### config.mk
export PLATFORM = sky130hd
export DESIGN_NAME = adc_ctrl_flat
export DESIGN_NICKNAME = d
export VERILOG_FILES = /design/src/hdl/adc_pkg.sv /design/src/hdl/adc_link_if.sv /design/src/hdl/adc_ctrl.sv /design/src/flat_wrapper.sv
export VERILOG_INCLUDE_DIRS = /design/src /design/src/hdl
export SDC_FILE = /design/constraint.sdc
export NUM_CORES = 1
export LEC_CHECK = 0
export BUFFER_PORTS_ARGS = -buffer_cell sky130_fd_sc_hd__buf_2
export CAP_MARGIN = 20
export CORE_AREA = 2 2 68 70
export DETAILED_ROUTE_END_ITERATION = 8
export DIE_AREA = 0 0 70 72
export PLACE_DENSITY_LB_ADDON = 0.08
export SLEW_MARGIN = 10
export SYNTH_ARGS = -nofsm -noshare
export SYNTH_HDL_FRONTEND = slang
export SYNTH_SLANG_ARGS = --single-unit
export TNS_END_PERCENT = 100
### constraint.sdc
create_clock -name sys_clk -period 3.03 [get_ports sys_clk]
set_input_delay 0.303 -clock sys_clk [delete_from_list [all_inputs] [get_ports sys_clk]]
set_output_delay 0.303 -clock sys_clk [all_outputs]
set_load 0.1 [all_outputs]
### src/hdl/adc_regs.svh
// Constants for the converter start and restart control
`ifndef ADC_REGS_SVH
`define ADC_REGS_SVH
`define ADC_RES_BITS 8
`define ADC_CODE_STEPS 256
`define ADC_RESULT_RST 8'h00
`define ADC_CLK_DIV 4
`define ADC_SAMPLES 16
`define ADC_INIT_PULSE 2
`endif

### src/hdl/adc_pkg.sv
// Types shared by both ends of the converter control link
package adc_pkg;
  typedef logic [7:0] adc_code_t;
  typedef enum logic [1:0] {
    ADC_MODE_IDLE,
    ADC_MODE_BURST,
    ADC_MODE_FREE
  } adc_mode_t;
endpackage

### src/hdl/adc_link_if.sv
// Link between the converter control and the bus-side host
`timescale 1ns/1ps
interface adc_link_if;
  logic device_select_n;
  logic write_strobe_n;
  logic read_strobe_n;
  logic conversion_done_n;
  logic [7:0] result;
  modport dev (
    input device_select_n, write_strobe_n, read_strobe_n,
    output conversion_done_n, result
  );
  modport host (
    output device_select_n, write_strobe_n, read_strobe_n,
    input conversion_done_n, result
  );
endinterface

### src/hdl/adc_ctrl.sv
// Converter end: start, restart and completion control
// Notes on behaviour
// - Select and write pulse restarts running conversion
// - Aborted conversion leaves result latch unchanged
// - Done stays high through restart
// - Free running needs one power-up low pulse
// - Converter clock from CPU or RC
// - Host stretches cycles at high clock rates
// - Host stores sixteen successive results
// - Span split into 256 steps, 8-bit code
`timescale 1ns/1ps
`include "adc_regs.svh"
module adc_ctrl #(
  parameter int RES_BITS = `ADC_RES_BITS,
  parameter int CLK_DIV = `ADC_CLK_DIV
) (
  input wire logic sys_clk, // System clock
  input wire logic resetn, // Async reset, active low
  input wire logic clk_en, // Freezes all state when low
  input wire logic conv_clk_en, // Conversion clock strobe, one step per CLK_DIV strobes
  input wire logic [RES_BITS-1:0] analog_level, // Sampled analog level
  adc_link_if.dev link, // Bus side
  output logic busy // Conversion running
);
  import adc_pkg::*;

  // ==========================================================
  // Sizes, types and helpers
  localparam int DIV_W = $clog2(CLK_DIV + 1);

  typedef enum logic [1:0] {
    ADC_CV_IDLE,
    ADC_CV_RUN,
    ADC_CV_HELD
  } adc_cv_state_t;

  // Keeps the trial bit when the level reaches the trial code
  function automatic logic [RES_BITS-1:0] adc_trial(
    input logic [RES_BITS-1:0] level,
    input logic [RES_BITS-1:0] code,
    input logic [RES_BITS-1:0] mask
  );
    logic [RES_BITS-1:0] probe;
    probe = code | mask;
    if (level >= probe) begin
      return probe;
    end
    return code;
  endfunction

  // Top bit of the code, tried first in every conversion
  function automatic logic [RES_BITS-1:0] adc_first_bit();
    return {1'b1, {(RES_BITS-1){1'b0}}};
  endfunction

  // ==========================================================
  // State and datapath
  adc_cv_state_t state_reg;
  adc_cv_state_t state_next;
  logic start_armed_reg;
  logic start_pulse;
  logic [DIV_W-1:0] div_reg;
  logic div_wrap;
  logic step;
  logic last_step;
  logic running;
  logic finish;
  logic [RES_BITS-1:0] sar_reg;
  logic [RES_BITS-1:0] sar_next;
  logic [RES_BITS-1:0] trial_bit_reg;
  logic [RES_BITS-1:0] latch_reg;
  logic done_n_reg;
  logic busy_reg;

  // ==========================================================
  // Start detection
  // Start is the rising edge of write after select and write were low
  assign start_pulse = start_armed_reg && link.write_strobe_n;

  always_ff @(posedge sys_clk or negedge resetn) begin
    if (!resetn) begin
      start_armed_reg <= 1'b0;
    end else if (clk_en) begin
      start_armed_reg <= !link.device_select_n && !link.write_strobe_n;
    end
  end

  // ==========================================================
  // Step timing from the selected conversion clock
  assign div_wrap = (div_reg == DIV_W'(CLK_DIV - 1));
  assign step = conv_clk_en && (div_reg == '0);

  always_ff @(posedge sys_clk or negedge resetn) begin
    if (!resetn) begin
      div_reg <= '0;
    end else if (clk_en) begin
      if (start_pulse) begin
        div_reg <= '0;
      end else if (conv_clk_en) begin
        if (div_wrap) begin
          div_reg <= '0;
        end else begin
          div_reg <= div_reg + 1'b1;
        end
      end
    end
  end

  // ==========================================================
  // Conversion phase
  assign running = (state_reg == ADC_CV_RUN);
  assign last_step = running && step && trial_bit_reg[0];
  // A write still held low means a restart is under way: no completion
  assign finish = last_step && !start_armed_reg;

  always_comb begin
    state_next = state_reg;
    unique case (state_reg)
      ADC_CV_IDLE: begin
        if (start_pulse) begin
          state_next = ADC_CV_RUN;
        end
      end
      ADC_CV_RUN: begin
        if (start_pulse) begin
          state_next = ADC_CV_RUN;
        end else if (last_step) begin
          state_next = ADC_CV_HELD;
        end
      end
      ADC_CV_HELD: begin
        if (start_pulse) begin
          state_next = ADC_CV_RUN;
        end
      end
      default: begin
        state_next = ADC_CV_IDLE;
      end
    endcase
  end

  always_ff @(posedge sys_clk or negedge resetn) begin
    if (!resetn) begin
      state_reg <= ADC_CV_IDLE;
    end else if (clk_en) begin
      state_reg <= state_next;
    end
  end

  always_ff @(posedge sys_clk or negedge resetn) begin
    if (!resetn) begin
      busy_reg <= 1'b0;
    end else if (clk_en) begin
      busy_reg <= (state_next == ADC_CV_RUN);
    end
  end

  // ==========================================================
  // Successive approximation, one bit per step
  assign sar_next = adc_trial(analog_level, sar_reg, trial_bit_reg);

  always_ff @(posedge sys_clk or negedge resetn) begin
    if (!resetn) begin
      sar_reg <= '0;
    end else if (clk_en) begin
      if (start_pulse) begin
        sar_reg <= '0;
      end else if (running && step) begin
        sar_reg <= sar_next;
      end
    end
  end

  always_ff @(posedge sys_clk or negedge resetn) begin
    if (!resetn) begin
      trial_bit_reg <= '0;
    end else if (clk_en) begin
      if (start_pulse) begin
        trial_bit_reg <= adc_first_bit();
      end else if (running && step) begin
        trial_bit_reg <= trial_bit_reg >> 1;
      end
    end
  end

  // ==========================================================
  // Output latch and done flag
  always_ff @(posedge sys_clk or negedge resetn) begin
    if (!resetn) begin
      latch_reg <= RES_BITS'(`ADC_RESULT_RST);
    end else if (clk_en) begin
      if (finish) begin
        // Only a finished conversion reaches the latch
        latch_reg <= sar_next;
      end
    end
  end

  always_ff @(posedge sys_clk or negedge resetn) begin
    if (!resetn) begin
      done_n_reg <= 1'b1;
    end else if (clk_en) begin
      if (start_armed_reg) begin
        done_n_reg <= 1'b1;
      end else if (finish) begin
        done_n_reg <= 1'b0;
      end
    end
  end

  assign link.conversion_done_n = done_n_reg;
  assign link.result = latch_reg;
  assign busy = busy_reg;
endmodule

### src/flat_wrapper.sv
// flat-port wrapper written by rule: the top's interface ports become plain ports
module adc_ctrl_flat import adc_pkg::*;
#(
  parameter int RES_BITS = `ADC_RES_BITS,
  parameter int CLK_DIV = `ADC_CLK_DIV
)
  (sys_clk, resetn, clk_en, conv_clk_en, analog_level, busy, link_device_select_n, link_write_strobe_n, link_read_strobe_n, link_conversion_done_n, link_result);
  adc_link_if link_i ();
  input wire logic sys_clk;
  input wire logic resetn;
  input wire logic clk_en;
  input wire logic conv_clk_en;
  input wire logic [RES_BITS-1:0] analog_level;
  output logic busy;
  input wire logic [$bits(link_i.device_select_n)-1:0] link_device_select_n;
  input wire logic [$bits(link_i.write_strobe_n)-1:0] link_write_strobe_n;
  input wire logic [$bits(link_i.read_strobe_n)-1:0] link_read_strobe_n;
  output wire logic [$bits(link_i.conversion_done_n)-1:0] link_conversion_done_n;
  output wire logic [$bits(link_i.result)-1:0] link_result;
  assign link_i.device_select_n = link_device_select_n;
  assign link_i.write_strobe_n = link_write_strobe_n;
  assign link_i.read_strobe_n = link_read_strobe_n;
  assign link_conversion_done_n = link_i.conversion_done_n;
  assign link_result = link_i.result;
  adc_ctrl #(.RES_BITS(RES_BITS), .CLK_DIV(CLK_DIV)) u_core (.sys_clk(sys_clk), .resetn(resetn), .clk_en(clk_en), .conv_clk_en(conv_clk_en), .analog_level(analog_level), .link(link_i), .busy(busy));
endmodule
---- Word-level counts from Yosys, hierarchy flattened ----
Cells that the tools add are included.
word-level totals
  word-level logic and storage cells ...... 50
  output and inout port bits .............. 10
  register bits after elaboration ......... 32
  input port bits ......................... 15
cells by class
  equal/unequal tests ..................... 4
  muxes and demuxes ....................... 16
  reductions and logical operators ........ 19
  bitwise operators ....................... 1
  magnitude comparators ................... 1
  $add $sub $neg .......................... 1
operator list
  cell                   count
  $mux W8                6
  $mux W3                3
  $ge A8 B8 Y1           1
  $or A8 B8 Y8           1
  $reduce_and A2 Y1      4
  $logic_and A1 B1 Y1    6
  $mux W2                3
  $reduce_bool A2 Y1     3
  $eq A2 B1 Y1 const B   2
  $pmux W2 S2            1
  $add A3 B1 Y3 const B  1
  $eq A3 B2 Y1 const B   1
  $logic_not A1 Y1       3
  $logic_not A3 Y1       1
  $mux W1                3
  $eq A2 B2 Y1 const B   1
  $logic_not A2 Y1       1
  $reduce_or A2 Y1       1

---- Depth between registers and ports, before layout ----
Gate-level depths: netlist (run 1).
  word-level depth ........................ 8
  mapped depth ............................ 7
  gate-level depth less buffers ........... 6

---- Worst setup path after synthesis (run 1) ----
No wires, ideal clock.
  path kind ............................... reg-to-reg
  from .................................... register u_core.trial_bit_reg[0]
  to ...................................... register u_core.latch_reg[1] (netlist: u_core.link.result[1])
  cell stages (with the launch flop) ...... 8
  path buffers ............................ 1
  required time ........................... 2898 ps
  path slack .............................. 954 ps
  library setup time ...................... 132 ps
  period minus slack after synthesis ...... 2076 ps
  arrival time ............................ 1943 ps
  path through ............................ dfrtp_1 > or2_2 > ha_1 > nand2b_4 > a2111o_1 > a21oi_4 > buf_6 > o21ai_0
between the ends
  word-level cells in the longest chain between the ends .. 4
  elaborated cells on any way between the ends .. 7
  classes of those cells .................. order compare (1); mux (2); bitwise (1); reduce/logical (3)
ends and longest elaborated chain
  what                    line             RTL
  start, declared         adc_ctrl.sv:70   logic [RES_BITS-1:0] trial_bit_reg;
  start signal, assigned  adc_ctrl.sv:179  trial_bit_reg <= adc_first_bit();
  start signal, assigned  adc_ctrl.sv:181  trial_bit_reg <= trial_bit_reg >> 1;
  $or A8 B8 Y8            adc_ctrl.sv:44   probe = code | mask;
  $ge A8 B8 Y1            adc_ctrl.sv:45   if (level >= probe) begin
  $mux W1                 adc_ctrl.sv:45
  $mux W8                 adc_ctrl.sv:48   return code;
  end signal, assigned    adc_ctrl.sv:190  latch_reg <= RES_BITS'(`ADC_RESULT_RST);
  end signal, assigned    adc_ctrl.sv:194  latch_reg <= sar_next;
  end, declared           adc_ctrl.sv:71   logic [RES_BITS-1:0] latch_reg;
Several ways; a longest one is shown, not always the timed one.
A chain may end at the register's enable or synchronous reset.

---- Final worst setup path (run 1) ----
  from .................................... register u_core.trial_bit_reg[0]
  to ...................................... register u_core.latch_reg[7] (netlist: u_core.link.result[7])
The elaborated chain is that of the path after synthesis.

==> impl_metrics.json, run 1 <==
{
  "outcome": "complete, no violations",
  "initial_core_util_pct": 38.6,
  "grt_pass1_vias": 1291,
  "ant_nets": 0,
  "async_flop_share_pct": 100,
  "hold_class": "in -> async",
  "ys.flop_type": "dfrtp_1",
  "p_int_w": 0.000795,
  "final-hold-violation-count": 0,
  "worst_setup_path_end_kind": "flop",
  "avgRoutedWirePerCell_um": 14.2,
  "core.rowCount": 24,
  "cts-resized-gates": 0,
  "power_density_nw_per_um2": 674,
  "crit_type": "reg -> reg",
  "drc": 0,
  "cts_tree": "built",
  "syn_to_final_growth_pct": 13.3,
  "via_per_inst": 5.36,
  "placed_area_um2": 1790,
  "r2r_start": "u_core.trial_bit_reg[0]$_DFFE_PN0P_",
  "synthTopCellsByArea": "dfrtp_1 47%, ha_1 7.6%, nand2_1 7.1%",
  "r2r-end": "u_core.link.result[7]$_DFFE_PN0P_",
  "synth_top_cell_area_share_pct": 47.1,
  "slowest_stage": "dfrtp_1",
  "antenna_found_initial": 0,
  "multiInputGateArea_um2": 792,
  "drt_pass1_iterations": 4,
  "ys_seq_area_share_pct": 48.7,
  "nFillCells": 425,
  "clk_latency_ns": 0.27,
  "hpwl_um": 2460,
  "hold_ws_ns": 0.0840,
  "critPathMaxFanout": 16,
  "fin_crit_ns": 2.33,
  "clockBufferDepth": 2,
  "antenna_cells": 0,
  "htree_levels": 2,
  "irDropWorstVdd_v": 0.000291,
  "crit_path_max_incr_delay_ns": 0.45,
  "grt_pass1_wl_um": 5990,
  "p_sw_share_pct": 36.8,
  "ys.warnings.count": 0,
  "regArea_um2": 802,
  "die_y_um": 72,
  "clkSlewWorstSetupHoldPaths_ns": 0.06,
  "tns_ns": 0,
  "crit_path_start_kind": "flop",
  "cts_made_buffers": 5,
  "wl_um": 3380,
  "finalSetupViolCount": 0,
  "grt-ovfl-total": 0,
  "power_switching_w": 0.000464,
  "crit_required_ns": 3.17,
  "drv_cap": 0,
  "power_frac_seq_pct": 45.0,
  "tightest_slew_ns": 0.714,
  "portBuffers": 23,
  "syn_avg_cell_area_um2": 10.1,
  "leakage_nw": 0.952,
  "postCtsSetupBuffers": 0,
  "combPwrFrac_pct": 31.5,
  "worstPathArrival_ns": 2.47,
  "synthDistinctLibCells": 34,
  "ys_seq_elements": 32,
  "core_um2": 4260,
  "nets": 211,
  "crit_path_cell_trace": "or2_2 -> ha_1 -> nand2b_4 -> a2111o_1 -> a21oi_4 -> o21ai_0",
  "period_share_pct": 76.9,
  "syn_inst": 163,
  "netlist_area_um2": 1650,
  "place_congestion": 0.788,
  "power.share.clock_pct": 23.5,
  "slew_headroom_pct": 52.2,
  "grt_start_max_net_pins": 33,
  "vias": 1276,
  "grt.total_usage_pct": 15.1,
  "fp.dieW_um": 70,
  "syn-num-nets": 188,
  "synth_edf_count": 0,
  "drv_slew": 0,
  "yosysTopAreaCell": "dfrtp_1",
  "reg2reg_slack_ns": 0.70,
  "clock.fmax_mhz": 429,
  "clock_skew_ns": 0.00355,
  "drive_gt1_share_pct": 19.9,
  "ioPinCount": 25,
  "holdBufCountCts": 0,
  "drtIter0Drc": 40,
  "rsz0062_at_grt": "no",
  "synthTopCellsByCount": "31 x dfrtp_1, 31 x nand2_1, 11 x nor2_1, 11 x o21ai_0, 10 x ha_1",
  "reg2regPathDepth": 6,
  "post-route-cell-area_um2": 1870,
  "die_area_um2": 5040,
  "cts-root-buf": "clkbuf_8",
  "cts.sink_count": 32
}
[worst max-delay path, delay by kind of cell (launching register included)]
kind	cells	cell delay [ns]
and+or+nand+nor	2	0.47
DFF	1	0.45
adders and majority gates	1	0.28
AOI/OAI and AO/OA	3	0.99
[cell families (layout without fill, tap and decap cells)]
group	after synthesis	in the layout	share of synthesized area (%)
flip-flops	32	32	48.7
AND/OR/NAND/NOR	58	58	16.6
multiplexers	10	10	6.15
AO/OA/AOI/OAI	42	42	17.7
adder cells (fa/ha/maj)	10	10	7.59
buffers and inverters	11	34	3.26
[worst max-delay path by stage]
stage / endpoint / cells past startpoint / start
2_1_floorplan: u_core.link.result[1]$_DFFE_PN0P_ / 7 / u_core.trial_bit_reg[0]$_DFFE_PN0P_
3_3_place_gp: u_core.link.result[7]$_DFFE_PN0P_ / 6 / u_core.trial_bit_reg[0]$_DFFE_PN0P_
3_5_place_dp: u_core.link.result[7]$_DFFE_PN0P_ / 6 / u_core.trial_bit_reg[0]$_DFFE_PN0P_
4_1_cts: u_core.link.result[7]$_DFFE_PN0P_ / 6 / u_core.trial_bit_reg[0]$_DFFE_PN0P_
5_1_grt: u_core.link.result[7]$_DFFE_PN0P_ / 6 / u_core.trial_bit_reg[0]$_DFFE_PN0P_
6_report: u_core.link.result[7]$_DFFE_PN0P_ / 6 / u_core.trial_bit_reg[0]$_DFFE_PN0P_
[power groups by stage]
stage / sequential (W) / clock, W / combinational (W)
after floorplan: 0.000575 / 0 / 0.000307
after CTS: 0.000567 / 0.000310 / 0.000405
after detailed placement: 0.000575 / 0 / 0.000403
after global placement: 0.000572 / 0 / 0.000385
after global routing: 0.000578 / 0.000328 / 0.000455
final: 0.000567 / 0.000296 / 0.000396
[through the flow]
stage	power [W]	setup WS [ns]	cells	utilization, %
3_3_place_gp	0.000956	0.734	231	42.0
3_5_place_dp	0.000978	0.689	231	42.0
4_1_cts	0.00128	0.671	238	43.8
2_1_floorplan	0.000881	0.954	163	-
5_1_grt	0.00136	0.569	238	43.8
6_report	0.00126	0.701	238	43.8
[placed cells by master, fill, tap and decap left out, types with 2 or more instances in the layout]
cell type,count
o31ai_1,8
ha_1,10
buf_2,23
a21o_1,2
nand2_1,31
inv_1,4
dfrtp_1,31
a22o_1,8
a21oi_1,8
mux2i_1,9
clkbuf_8,5
o21ai_0,11
and3_1,3
nor2_1,11
nand3_1,2
[metal layers]
metal  vias up  GRT usage [%]  wire, um
li1        627              -         -
met1       615           18.9      1560
met2        30           25.9      1640
met3         4           3.61       145
met4         0           5.13        31
met5         -              0         0
[layout make-up]
cell class                      instances  share of cell area, %
Multi-Input combinational cell        120                   42.4
Sequential cell                        32                   43.0
Tap cell                               52                   3.49
Timing Repair Buffer                   23                   6.17
Clock inverter                          1                  0.268
Clock buffer                            6                   3.89
Inverter                                4                  0.804
No activity file was read; power rests on OpenSTA's default activity.
==> run 2: changes to the inputs <==
==> constraint.sdc (replaced) <==
create_clock -name sys_clk -period 2.3 [get_ports sys_clk]
set_input_delay 0.23 -clock sys_clk [delete_from_list [all_inputs] [get_ports sys_clk]]
set_output_delay 0.23 -clock sys_clk [all_outputs]
set_load 0.1 [all_outputs]
==> impl_metrics.json, run 2 (synthesis gave the netlist of run 1 again) <==
{
  "rsz0062_at_grt": "no",
  "drv_slew": 0,
  "crit_path_max_incr_delay_ns": 0.44,
  "p_int_w": 0.00117,
  "hold_class": "in -> async",
  "core_um2": 4260,
  "combPwrFrac_pct": 33.8,
  "clkSlewWorstSetupHoldPaths_ns": 0.06,
  "via_per_inst": 5.27,
  "wl_um": 3460,
  "ioPinCount": 25,
  "drtIter0Drc": 78,
  "reg2reg_slack_ns": 0.23,
  "syn_to_final_growth_pct": 17.0,
  "grt_pass1_wl_um": 6050,
  "leakage_nw": 0.984,
  "portBuffers": 23,
  "worst_setup_path_end_kind": "flop",
  "fin_crit_ns": 2.07,
  "cts-resized-gates": 0,
  "cts-root-buf": "clkbuf_8",
  "hold_ws_ns": 0.00160,
  "tightest_slew_ns": 0.724,
  "worstPathArrival_ns": 2.23,
  "power_frac_seq_pct": 41.0,
  "vias": 1276,
  "clockBufferDepth": 2,
  "cts_made_buffers": 5,
  "power_density_nw_per_um2": 947,
  "avgRoutedWirePerCell_um": 14.3,
  "drv_cap": 0,
  "period_share_pct": 90.1,
  "hpwl_um": 2440,
  "slew_headroom_pct": 51.7,
  "holdBufCountCts": 0,
  "drt_pass1_iterations": 4,
  "irDropWorstVdd_v": 0.000313,
  "drive_gt1_share_pct": 22.1,
  "die_area_um2": 5040,
  "layout_common_cells": "31 x nand2_1, 31 x dfrtp_1, 23 x buf_2",
  "power_switching_w": 0.000650,
  "route.met2.wl_um": 1530,
  "cts.sink_count": 32,
  "final-hold-violation-count": 0,
  "slowest_stage": "a2111o_1",
  "antenna_found_initial": 0,
  "crit_path_cell_trace": "or2_2 -> ha_1 -> nand2b_4 -> a2111o_1 -> a21oi_4 -> buf_12 -> o21ai_0",
  "critPathMaxFanout": 16,
  "grt_start_max_net_pins": 33,
  "place_congestion": 0.789,
  "htree_levels": 2,
  "power.share.clock_pct": 25.2,
  "drc": 0,
  "crit_required_ns": 2.45,
  "grt.total_usage_pct": 15.4,
  "p_sw_share_pct": 35.6,
  "clock_skew_ns": 0.00605,
  "antenna_cells": 0,
  "crit_type": "reg -> reg",
  "wl_met3_um": 175,
  "core.rowCount": 24,
  "crit_family": "compound AO/OA/AOI/OAI gates",
  "initial_core_util_pct": 38.6,
  "highest_layer": "met4",
  "tns_ns": 0,
  "nets": 215,
  "ant_nets": 0,
  "crit_path_start_kind": "flop",
  "cts_tree": "built",
  "clock.fmax_mhz": 482,
  "die_y_um": 72,
  "clk_latency_ns": 0.28,
  "fp.dieW_um": 70,
  "postCtsSetupBuffers": 0,
  "crit_buf_inv": 1,
  "finalSetupViolCount": 0,
  "drt-met1-wl_um": 1700,
  "outcome": "complete, no violations",
  "grt_pass1_vias": 1329,
  "grt-ovfl-total": 0
}
run 2: path summary, 6_finish.rpt:
check,end,cells after the start,from
min,u_core.state_reg[0]$_DFFE_PN0P_,1,resetn
max in group asynchronous,u_core.div_reg[2]$_DFFE_PN0P_,1,resetn
min in group sys_clk,u_core.state_reg[0]$_DFFE_PN0P_,2,clk_en
max reg2reg,u_core.link.result[7]$_DFFE_PN0P_,7,u_core.sar_reg[0]$_DFFE_PN0P_
max,u_core.link.result[7]$_DFFE_PN0P_,7,u_core.sar_reg[0]$_DFFE_PN0P_
min reg2reg,u_core.link.result[0]$_DFFE_PN0P_,2,u_core.link.result[0]$_DFFE_PN0P_
run 2: per-stage QoR:
| stage | instance area (um^2) | power, W | setup slack (ns) | util, % | std cells |
|---|---|---|---|---|---|
| after floorplan | 1650 | 0.00116 | 0.224 | - | 163 |
| after global placement | 1830 | 0.00134 | 0.256 | 43.0 | 235 |
| after detailed placement | 1830 | 0.00137 | 0.221 | 43.0 | 235 |
| after CTS | 1930 | 0.00184 | 0.210 | 45.2 | 242 |
| after global routing | 1930 | 0.00195 | 0.103 | 45.2 | 242 |
| final | 1930 | 0.00183 | 0.227 | 45.2 | 242 |
run 2: metal layers:
metal,GRT usage (%),vias to the layer above
met2,25.6,27
met4,5.77,0
met3,3.89,6
met1,19.4,609
li1,-,634
met5,0,-
run 2: cell type report:
type                            instances  area (um^2)
Inverter                                4         15.0
Multi-Input combinational cell        120          792
Clock buffer                            7         96.3
Fill cell                             417         2340
Sequential cell                        32          802
Tap cell                               52         65.1
Timing Repair Buffer                   27          158
run 2: power groups by stage:
stage / registers, W / clock network [W] / logic, W
detailed placement: 0.000758 / 0 / 0.000616
CTS: 0.000747 / 0.000477 / 0.000620
global placement: 0.000754 / 0 / 0.000589
finish: 0.000749 / 0.000460 / 0.000617
global route: 0.000762 / 0.000494 / 0.000689
floorplan: 0.000757 / 0 / 0.000404
